File: config.mk
export PLATFORM = sky130hd
export DESIGN_NAME = wocfg_store
export DESIGN_NICKNAME = d
export VERILOG_FILES = /design/src/wocfg_pkg.sv /design/src/wocfg_cell.sv /design/src/wocfg_store.sv
export SDC_FILE = /design/constraint.sdc
export NUM_CORES = 1
export LEC_CHECK = 0
export ABC_AREA = 1
export BUFFER_PORTS_ARGS = -buffer_cell sky130_fd_sc_hd__buf_2
export CELL_PAD_IN_SITES_DETAIL_PLACEMENT = 1
export CELL_PAD_IN_SITES_GLOBAL_PLACEMENT = 2
export CORE_MARGIN = 3
export CORE_UTILIZATION = 25
export CTS_CLUSTER_DIAMETER = 100
export DETAILED_ROUTE_END_ITERATION = 6
export PLACE_DENSITY = 0.82
export SYNTH_ARGS = -nofsm -noshare
export SYNTH_HDL_FRONTEND = slang
export SYNTH_SLANG_ARGS = --single-unit
File: constraint.sdc
create_clock -name clock -period 2.7 [get_ports clock]
set_clock_uncertainty 0.1 [all_clocks]
set_input_delay 0 -clock clock [delete_from_list [all_inputs] [get_ports clock]]
set_output_delay 0 -clock clock [all_outputs]
set_load 0.02 [all_outputs]
File: src/wocfg_pkg.sv
package wocfg_pkg;

    // ------------------------------------------------------------
    // Address space and map
    // ------------------------------------------------------------
    localparam int addr_width = 24;
    localparam int word_count = 12;
    localparam logic [23:0] cfg_space_base = 24'h800000;
    localparam logic [23:0] cfg_map_base = 24'hf80000;
    localparam logic [23:0] cfg_map_last = 24'hf80016;
    localparam int index_lsb = 1;

    // ------------------------------------------------------------
    // Word offsets (byte addresses in configuration space)
    // ------------------------------------------------------------
    localparam logic [23:0] boot_segment_protection_config = 24'hf80000;
    localparam logic [23:0] secure_segment_protection_config = 24'hf80002;
    localparam logic [23:0] general_segment_protection_config = 24'hf80004;
    localparam logic [23:0] initial_oscillator_select_config = 24'hf80006;
    localparam logic [23:0] oscillator_options_config = 24'hf80008;
    localparam logic [23:0] watchdog_options_config = 24'hf8000a;
    localparam logic [23:0] power_on_options_config = 24'hf8000c;
    localparam logic [23:0] debug_channel_config = 24'hf8000e;
    localparam logic [23:0] user_unit_id_byte_0 = 24'hf80010;
    localparam logic [23:0] user_unit_id_byte_1 = 24'hf80012;
    localparam logic [23:0] user_unit_id_byte_2 = 24'hf80014;
    localparam logic [23:0] user_unit_id_byte_3 = 24'hf80016;

    // ------------------------------------------------------------
    // Implemented-bit masks per word, index 0 first
    // ------------------------------------------------------------
    localparam logic [7:0] impl_mask [word_count] = '{
        8'hcf, 8'hcf, 8'h07, 8'h87, 8'he7, 8'hdf,
        8'hff, 8'he3, 8'hff, 8'hff, 8'hff, 8'hff
    };

    // ------------------------------------------------------------
    // Unprogrammed cell value and boot write-protect position
    // ------------------------------------------------------------
    localparam logic [7:0] erased_value = 8'hff;
    localparam int boot_write_protect_bit = 0;
    localparam int boot_word_index = 0;

endpackage

File: src/wocfg_cell.sv
`timescale 1ns/1ns
// ----------------------------------------------------------------
// One write-once configuration byte
// ----------------------------------------------------------------
module wocfg_cell (
    input wire logic clock,
    input wire logic rst_b,
    input wire logic write_strobe,
    input wire logic [7:0] write_data,
    input wire logic [7:0] implemented,
    output logic [7:0] stored
);

    // Cells erase only at power-on; a programmed bit can only go to 0
    always_ff @(posedge clock or negedge rst_b) begin
        if (!rst_b) begin
            stored <= wocfg_pkg::erased_value;
        end else if (write_strobe) begin
            // A 0 programs an implemented bit, a 1 leaves the cell; programmed cells stay
            stored <= stored & (write_data | ~implemented); // RQ4 RQ8
        end
    end

endmodule

File: src/wocfg_store.sv
`timescale 1ns/1ns
// Overview of operation
// RQ1 - Programmed bits read 0, unprogrammed read 1
// RQ2 - Words from 0xf80000 in two-address steps
// RQ3 - Map reached only by table read and write
// RQ4 - Each bit programs once per power cycle
// RQ5 - Core cycles power to change configuration
// RQ6 - Unimplemented bit positions always read 0
// RQ7 - Boot writes allowed only while protect bit 1
// RQ8 - Writes to programmed bits change nothing
module wocfg_store (
    input wire logic clock,
    input wire logic rst_b,
    input wire logic [23:0] address,
    input wire logic table_read,
    input wire logic table_write,
    input wire logic [7:0] write_data,
    output logic [7:0] read_data,
    output logic read_valid,
    output logic [7:0] config_word [12],
    output logic boot_write_allowed,
    input wire logic boot_write_request,
    output logic boot_write_grant
);

    // ------------------------------------------------------------
    // Address decode
    // ------------------------------------------------------------
    logic in_space; // Address inside configuration space
    logic in_map; // Address hits a word of the map
    logic [3:0] word_index; // Selected word
    logic [7:0] cell_value [12]; // Raw cell contents
    logic [7:0] next_read_data; // Read value before the register

    // Decode runs every cycle; table_read and table_write gate its use below
    always_comb begin
        in_space = address >= wocfg_pkg::cfg_space_base; // RQ3
        in_map = in_space && !address[0] &&
            address >= wocfg_pkg::cfg_map_base &&
            address <= wocfg_pkg::cfg_map_last; // RQ2
        word_index = 4'(address[4:1]);
    end

    // ------------------------------------------------------------
    // Cell bank
    // ------------------------------------------------------------
    genvar gi;
    generate
        for (gi = 0; gi < wocfg_pkg::word_count; gi++) begin : g_cell
            logic hit; // Write strobe for this word
            assign hit = table_write && in_map &&
                word_index == 4'(gi); // RQ3
            wocfg_cell u_cell (
                .clock(clock),
                .rst_b(rst_b),
                .write_strobe(hit),
                .write_data(write_data),
                .implemented(wocfg_pkg::impl_mask[gi]),
                .stored(cell_value[gi])
            );
            // Unimplemented positions are forced to 0
            assign config_word[gi] =
                cell_value[gi] & wocfg_pkg::impl_mask[gi]; // RQ6 RQ1
        end
    endgenerate

    // ------------------------------------------------------------
    // Read path
    // ------------------------------------------------------------
    // Unmapped configuration addresses read as erased-free zero
    always_comb begin
        next_read_data = 8'h00;
        if (in_map) begin
            next_read_data = config_word[word_index]; // RQ1 RQ6
        end
    end

    // Read data registered one cycle after the table read
    always_ff @(posedge clock or negedge rst_b) begin
        if (!rst_b) begin
            read_data <= 8'h00;
            read_valid <= 1'b0;
        end else begin
            read_valid <= table_read && in_space; // RQ3
            if (table_read && in_space) begin
                read_data <= next_read_data;
            end
        end
    end

    // ------------------------------------------------------------
    // Boot segment write gate
    // ------------------------------------------------------------
    // Boot writes pass only while the protect bit is still 1
    always_comb begin
        boot_write_allowed = config_word[wocfg_pkg::boot_word_index]
            [wocfg_pkg::boot_write_protect_bit]; // RQ7
        boot_write_grant = boot_write_request && boot_write_allowed; // RQ7
    end

    // ------------------------------------------------------------
    // Checks: per-word cell behaviour
    // ------------------------------------------------------------
    genvar ci;
    generate
        for (ci = 0; ci < wocfg_pkg::word_count; ci++) begin : g_check

        end
    endgenerate
endmodule
### Word-level counts from Yosys, hierarchy flattened

Index checks and enable logic that the tools add are counted.
W data, S select, Z words.

* add/subtract/negate cells: 0
* shift-type cells: 0
* bitwise operators: 13
* multipliers: 0
* $lt $le $gt $ge: 4
* mux-type cells: 4
* divide/modulo/power cells: 0
* eq/ne operators: 11
* reductions and logical operators: 20

Operator list (count)
* $and A8 B8 Y8: 12
* $ge A24 B24 Y1 const B: 2
* $bmux W8 S4: 1
* $le A24 B24 Y1 const B: 1
* $mux W8: 3
* $logic_and A1 B1 Y1: 18
* $eq A4 B3 Y1 const B: 4
* $eq A4 B4 Y1 const B: 4
* $eq A4 B2 Y1 const B: 2
* $ge A5 B5 Y1 const B: 1
* $not A4 Y5: 1
* $eq A4 B1 Y1 const B: 1
* $logic_not A4 Y1: 1
* $logic_not A1 Y1: 1

* input bits: 37
* bits in registers: 105
* bits in writable memories: 0
* bits in latches: 0
* output and inout bits: 107
* memory bits (read-only): 0
* memories: 0

### Logic depth before layout (Yosys ltp)

* word-level depth: 6
* gate-level depth with buffers: 11
* mapped depth without buffers: 10

### Modules after synthesis

Synthesis repeated with hierarchy kept, for this count alone.

* cell total of the unflattened synthesis: 829
* area total of the unflattened synthesis: 5844.4 µm²

By module, submodules not included
* wocfg_cell: cells an instance 41, sequential area each 210.2 µm², area each 351.6 µm², times used 12
* wocfg_store: cells an instance 337, sequential area each 225.2 µm², area each 1625.3 µm², times used 1

### Least setup slack after synthesis

Ideal clock, no wire load.

* path kind: input to register
* start: input port address[1]
* end: register g_cell[0].u_cell.stored[0]
* arrival: 1.307 ns
* setup slack: 1.233 ns
* library setup time: 0.060 ns
* path buffers: 1
* stages: 11
* path through: buf_2 > nand2_2 > clkinv_2 > nand2_2 > nor2_1 > nand3_1 > nand3_2 > nand3_4 > nor2_2 > nand2_1 > nand2_1

* cells in the longest elaborated chain, start to end: 6

Ends and longest elaborated chain
* from (decl): line wocfg_store.sv:14 `input wire logic [23:0] address,`
* $ge A24 B24 Y1: line wocfg_store.sv:37 `in_space = address >= wocfg_pkg::cfg_space_base;`
* $logic_and A1 B1 Y1 (2 in a row): line wocfg_store.sv:38 `in_map = in_space && !address[0] &&`
* $logic_and A1 B1 Y1: line wocfg_store.sv:39 `address >= wocfg_pkg::cfg_map_base &&`
* $logic_and A1 B1 Y1: line wocfg_store.sv:51 `assign hit = table_write && in_map &&`
* $logic_and A1 B1 Y1 *: line wocfg_store.sv:51
* to (signal assigned): line wocfg_cell.sv:17 `stored <= wocfg_pkg::erased_value;`
* to (signal assigned): line wocfg_cell.sv:20 `stored <= stored & (write_data | ~implemented);`
* to (decl): line wocfg_cell.sv:11 `output logic [7:0] stored`

Every way passes the cells marked *; elsewhere a longest branch is shown, timed or not.
A chain may end at the register's enable or synchronous reset.

### Worst setup path after layout

* start: input port address[4]
* end: register g_cell[6].u_cell.stored[0]

* cells in the longest elaborated chain, start to end: 6

Ends and longest elaborated chain (line)
* $ge A24 B24 Y1: wocfg_store.sv:37
* $logic_and A1 B1 Y1 (2 in a row): wocfg_store.sv:38
* $logic_and A1 B1 Y1: wocfg_store.sv:39
* $logic_and A1 B1 Y1: wocfg_store.sv:51
* $logic_and A1 B1 Y1 *: wocfg_store.sv:51
* to (signal assigned): wocfg_cell.sv:17
* to (signal assigned): wocfg_cell.sv:20
* to (decl): wocfg_cell.sv:11

Marks and branches as above.

==> impl_results.md <==
* Largest net degree at the start of global routing at 54
* Fmax at 0.4489 GHz
* WL/cell at 16.97 µm
* PwrDens at 447.1 mW/mm²
* Sequential area share after synthesis at 46.63%
* Setup violators final at 0
* Synth top area share at 41.96%
* Lkg Pwr at 0.003359 µW
* Drt first-iter violations at 241
* VDD IR max at 0.0002897 V
* Pins Over Slew Limit at 0
* Die height at 144.9 µm
* Synth Instances at 669
* Critical path required time at 2880 ps
* Max cap viols at 0
* Flops & latches, synth at 86
* Share of post-route cells with drive strength above 1 at 29.49%
* Vias in the first global route at 4613
* Min Hold Slack at 9.522 ps
* Pre-Repair DR Iteration Count at 4
* Grt total ovfl at 0
* N_diodes at 0
* Setup CP Type: input pin to register
* Unique cell type count in the Yosys netlist at 30
* Crit path max fanout at 9
* # rows at 50
* Die Wd at 144.9 µm
* Final Hold Viols at 0
* Crit. Startpoint: address[4]
* CTS root buf: clkbuf_16
* Yosys top cell by area: dfstp_2
* Final period util at 82.51%
* Clock Pin Slew Worst Setup and Hold Paths at 60 ps
* Final cell count without fillers at 1067
* FF/Latch Area at 0.002248 mm²
* Critical Path Max Stage Delay at 530 ps
* H-tree levels at 3
* Hold path start: write_data[0]
* Nets@finish at 839
* Reg2reg start: g_cell[6].u_cell.stored[3]$_DFFE_PN1P_
* Multi-input combinational cell area at 0.002105 mm²
* Tightest Pin Transition at 702.1 ps
* Routed via count at 4634
* Worst-path cell chain: dlygate4sd3_1 -> buf_2 -> nand2_1 -> nor2_1 -> nor2_1 -> o21ai_1 -> nand4_1 -> o21a_1
* Fin crit period at 2228 ps
* Port bufs at 124
* Slew HR at 52.94%
* Final core utilization at 32.00%
* IO Pins at 144
* Global placer's final weighted congestion at 0.8075
* WL final at 18100 µm
* DRC at 0
* Syn Std Cell Area at 0.004822 mm²
* Synth-to-layout area growth at 24.96%
* Initial Utilization at 25.61%
* CTS Buf Count at 9
* CTS tree: built
* Top post-synthesis cells by area: dfstp_2 42%, nand2_1 23%, inv_1 6.5%, nor2_1 4.9%, dfrtp_1 4.7%
* Mean Syn Cell Area at 7.208 µm²
* Placed cell count at 1043
* First-pass GRT wire length at 27430 µm
* R2R setup slack at 1090 ps
* Setup Fix Bufs, Post-CTS at 0
* Clk sinks at 86
* Setup TNS at 0 ps
* Clock Tree Buf Depth at 2
* Worst-Skew Late Latency at 360 ps
* Core area at 0.01883 mm²
* Synth Warn # at 0
* Post-DRT Antenna Nets at 0
* CP Capture Type: register
* Most frequent CP cell: nor2_1
* CTS hold repair buffers at 8
* Overall global routing resource usage at 17.28%
* DP Wirelength at 13720 µm
* Layout fillers at 2372
* DIE AREA at 0.02099 mm²
* Critical Path AT at 2410 ps
* Slowest cell on crit path: nand4_1
* Initial antenna violation count at 0
* CP startpoint kind: input pin
* RSZ-0062 raised after global routing: false
* Via density at 4.343
* Min-Delay Path Class: input pin to register
* Status: complete, no violations
* PostCTS Resize Cnt at 0
[placed cells by master, fill, tap and decap left out, drive strengths merged]
cell type,n
buf,130
o21ai,12
a211oi,1
dlygate4sd3,8
and2,1
o221ai,1
clkbuf,10
a21oi,7
nand3,13
clkinvlp,2
clkinv,6
and3b,1
dfstp,77
dfrtp,9
nand4,21
o22ai,8
conb,19
nor3,1
inv,86
o21a,23
a22oi,6
nor2,71
nand2,294
[logic make-up after synthesis]
group           share of synthesized area [%]
compound gates                          7.862
buf+inv                                 11.13
flops                                   46.63
other cells                           0.07777
simple gates                            34.30
[where the power goes]
part / internal, µW / switching (µW)
sequential: 1300 / 0.386
combinational: 58.1 / 176
clock: 620 / 544
[cells in the mapped netlist (all sizes together)]
master,instances
o221ai,1
buf,22
o22ai,8
and3b,1
o21ai,12
a211oi,1
nand4,21
clkbuf,12
a21oi,7
and2,1
nor2,71
nand3,13
o21a,23
dfrtp,9
dfstp,77
nor3,1
inv,86
a22oi,6
clkinv,2
nand2,294
conb,1
[per-stage QoR]
stage | area, µm² | power, µW | worst slack, ps
6_report | 6026 | 2694 | 472.3
5_1_grt | 6026 | 2801 | 322.4
4_1_cts | 6026 | 2719 | 577.7
3_5_place_dp | 5678 | 1540 | 612.1
3_3_place_gp | 5678 | 1540 | 639.7
2_1_floorplan | 4890 | 1448 | 1233
[registers in the layout, indices dropped and copies added (netlist names)]
name / flops
read_data: 8
g_cell.u_cell.stored: 77
read_valid: 1
[per-layer routing]
layer	routed length [µm]	GRT usage [%]	share of wire (%)	vias up
met3	865	2.267	4.8	14
met2	8613	28.06	48	108
met4	231	5.007	1.3	0
li1	-	-	-	2288
met5	0	0	0	-
met1	8394	24.12	46	2224
[worst paths after layout]
kind / endpoint / depth (start not counted)
setup reg to reg: read_data[3]$_DFFE_PN0P_ / 8
max in group asynchronous: g_cell[10].u_cell.stored[3]$_DFFE_PN1P_ / 3
hold reg to reg: g_cell[4].u_cell.stored[6]$_DFFE_PN1P_ / 1
min in group asynchronous: read_valid$_DFF_PN0_ / 2
setup / recovery: g_cell[6].u_cell.stored[0]$_DFFE_PN1P_ / 8
hold / removal: g_cell[4].u_cell.stored[0]$_DFFE_PN1P_ / 2
[final cells by class]
class                           instances  share of cell area [%]
Inverter                               88                   5.502
Timing Repair Buffer                  138                   12.42
Tap cell                              260                   5.399
Sequential cell                        86                   37.31
Clock inverter                          6                  0.6437
Multi-Input combinational cell        479                   34.93
Clock buffer                           10                   3.800
[worst max-delay path, delay by kind of cell]
family          cells  cell delay (ps)
buf+inv             2              740
simple gates        4              930
compound gates      2              740
Note: power is estimated with default switching activity, not from simulation.
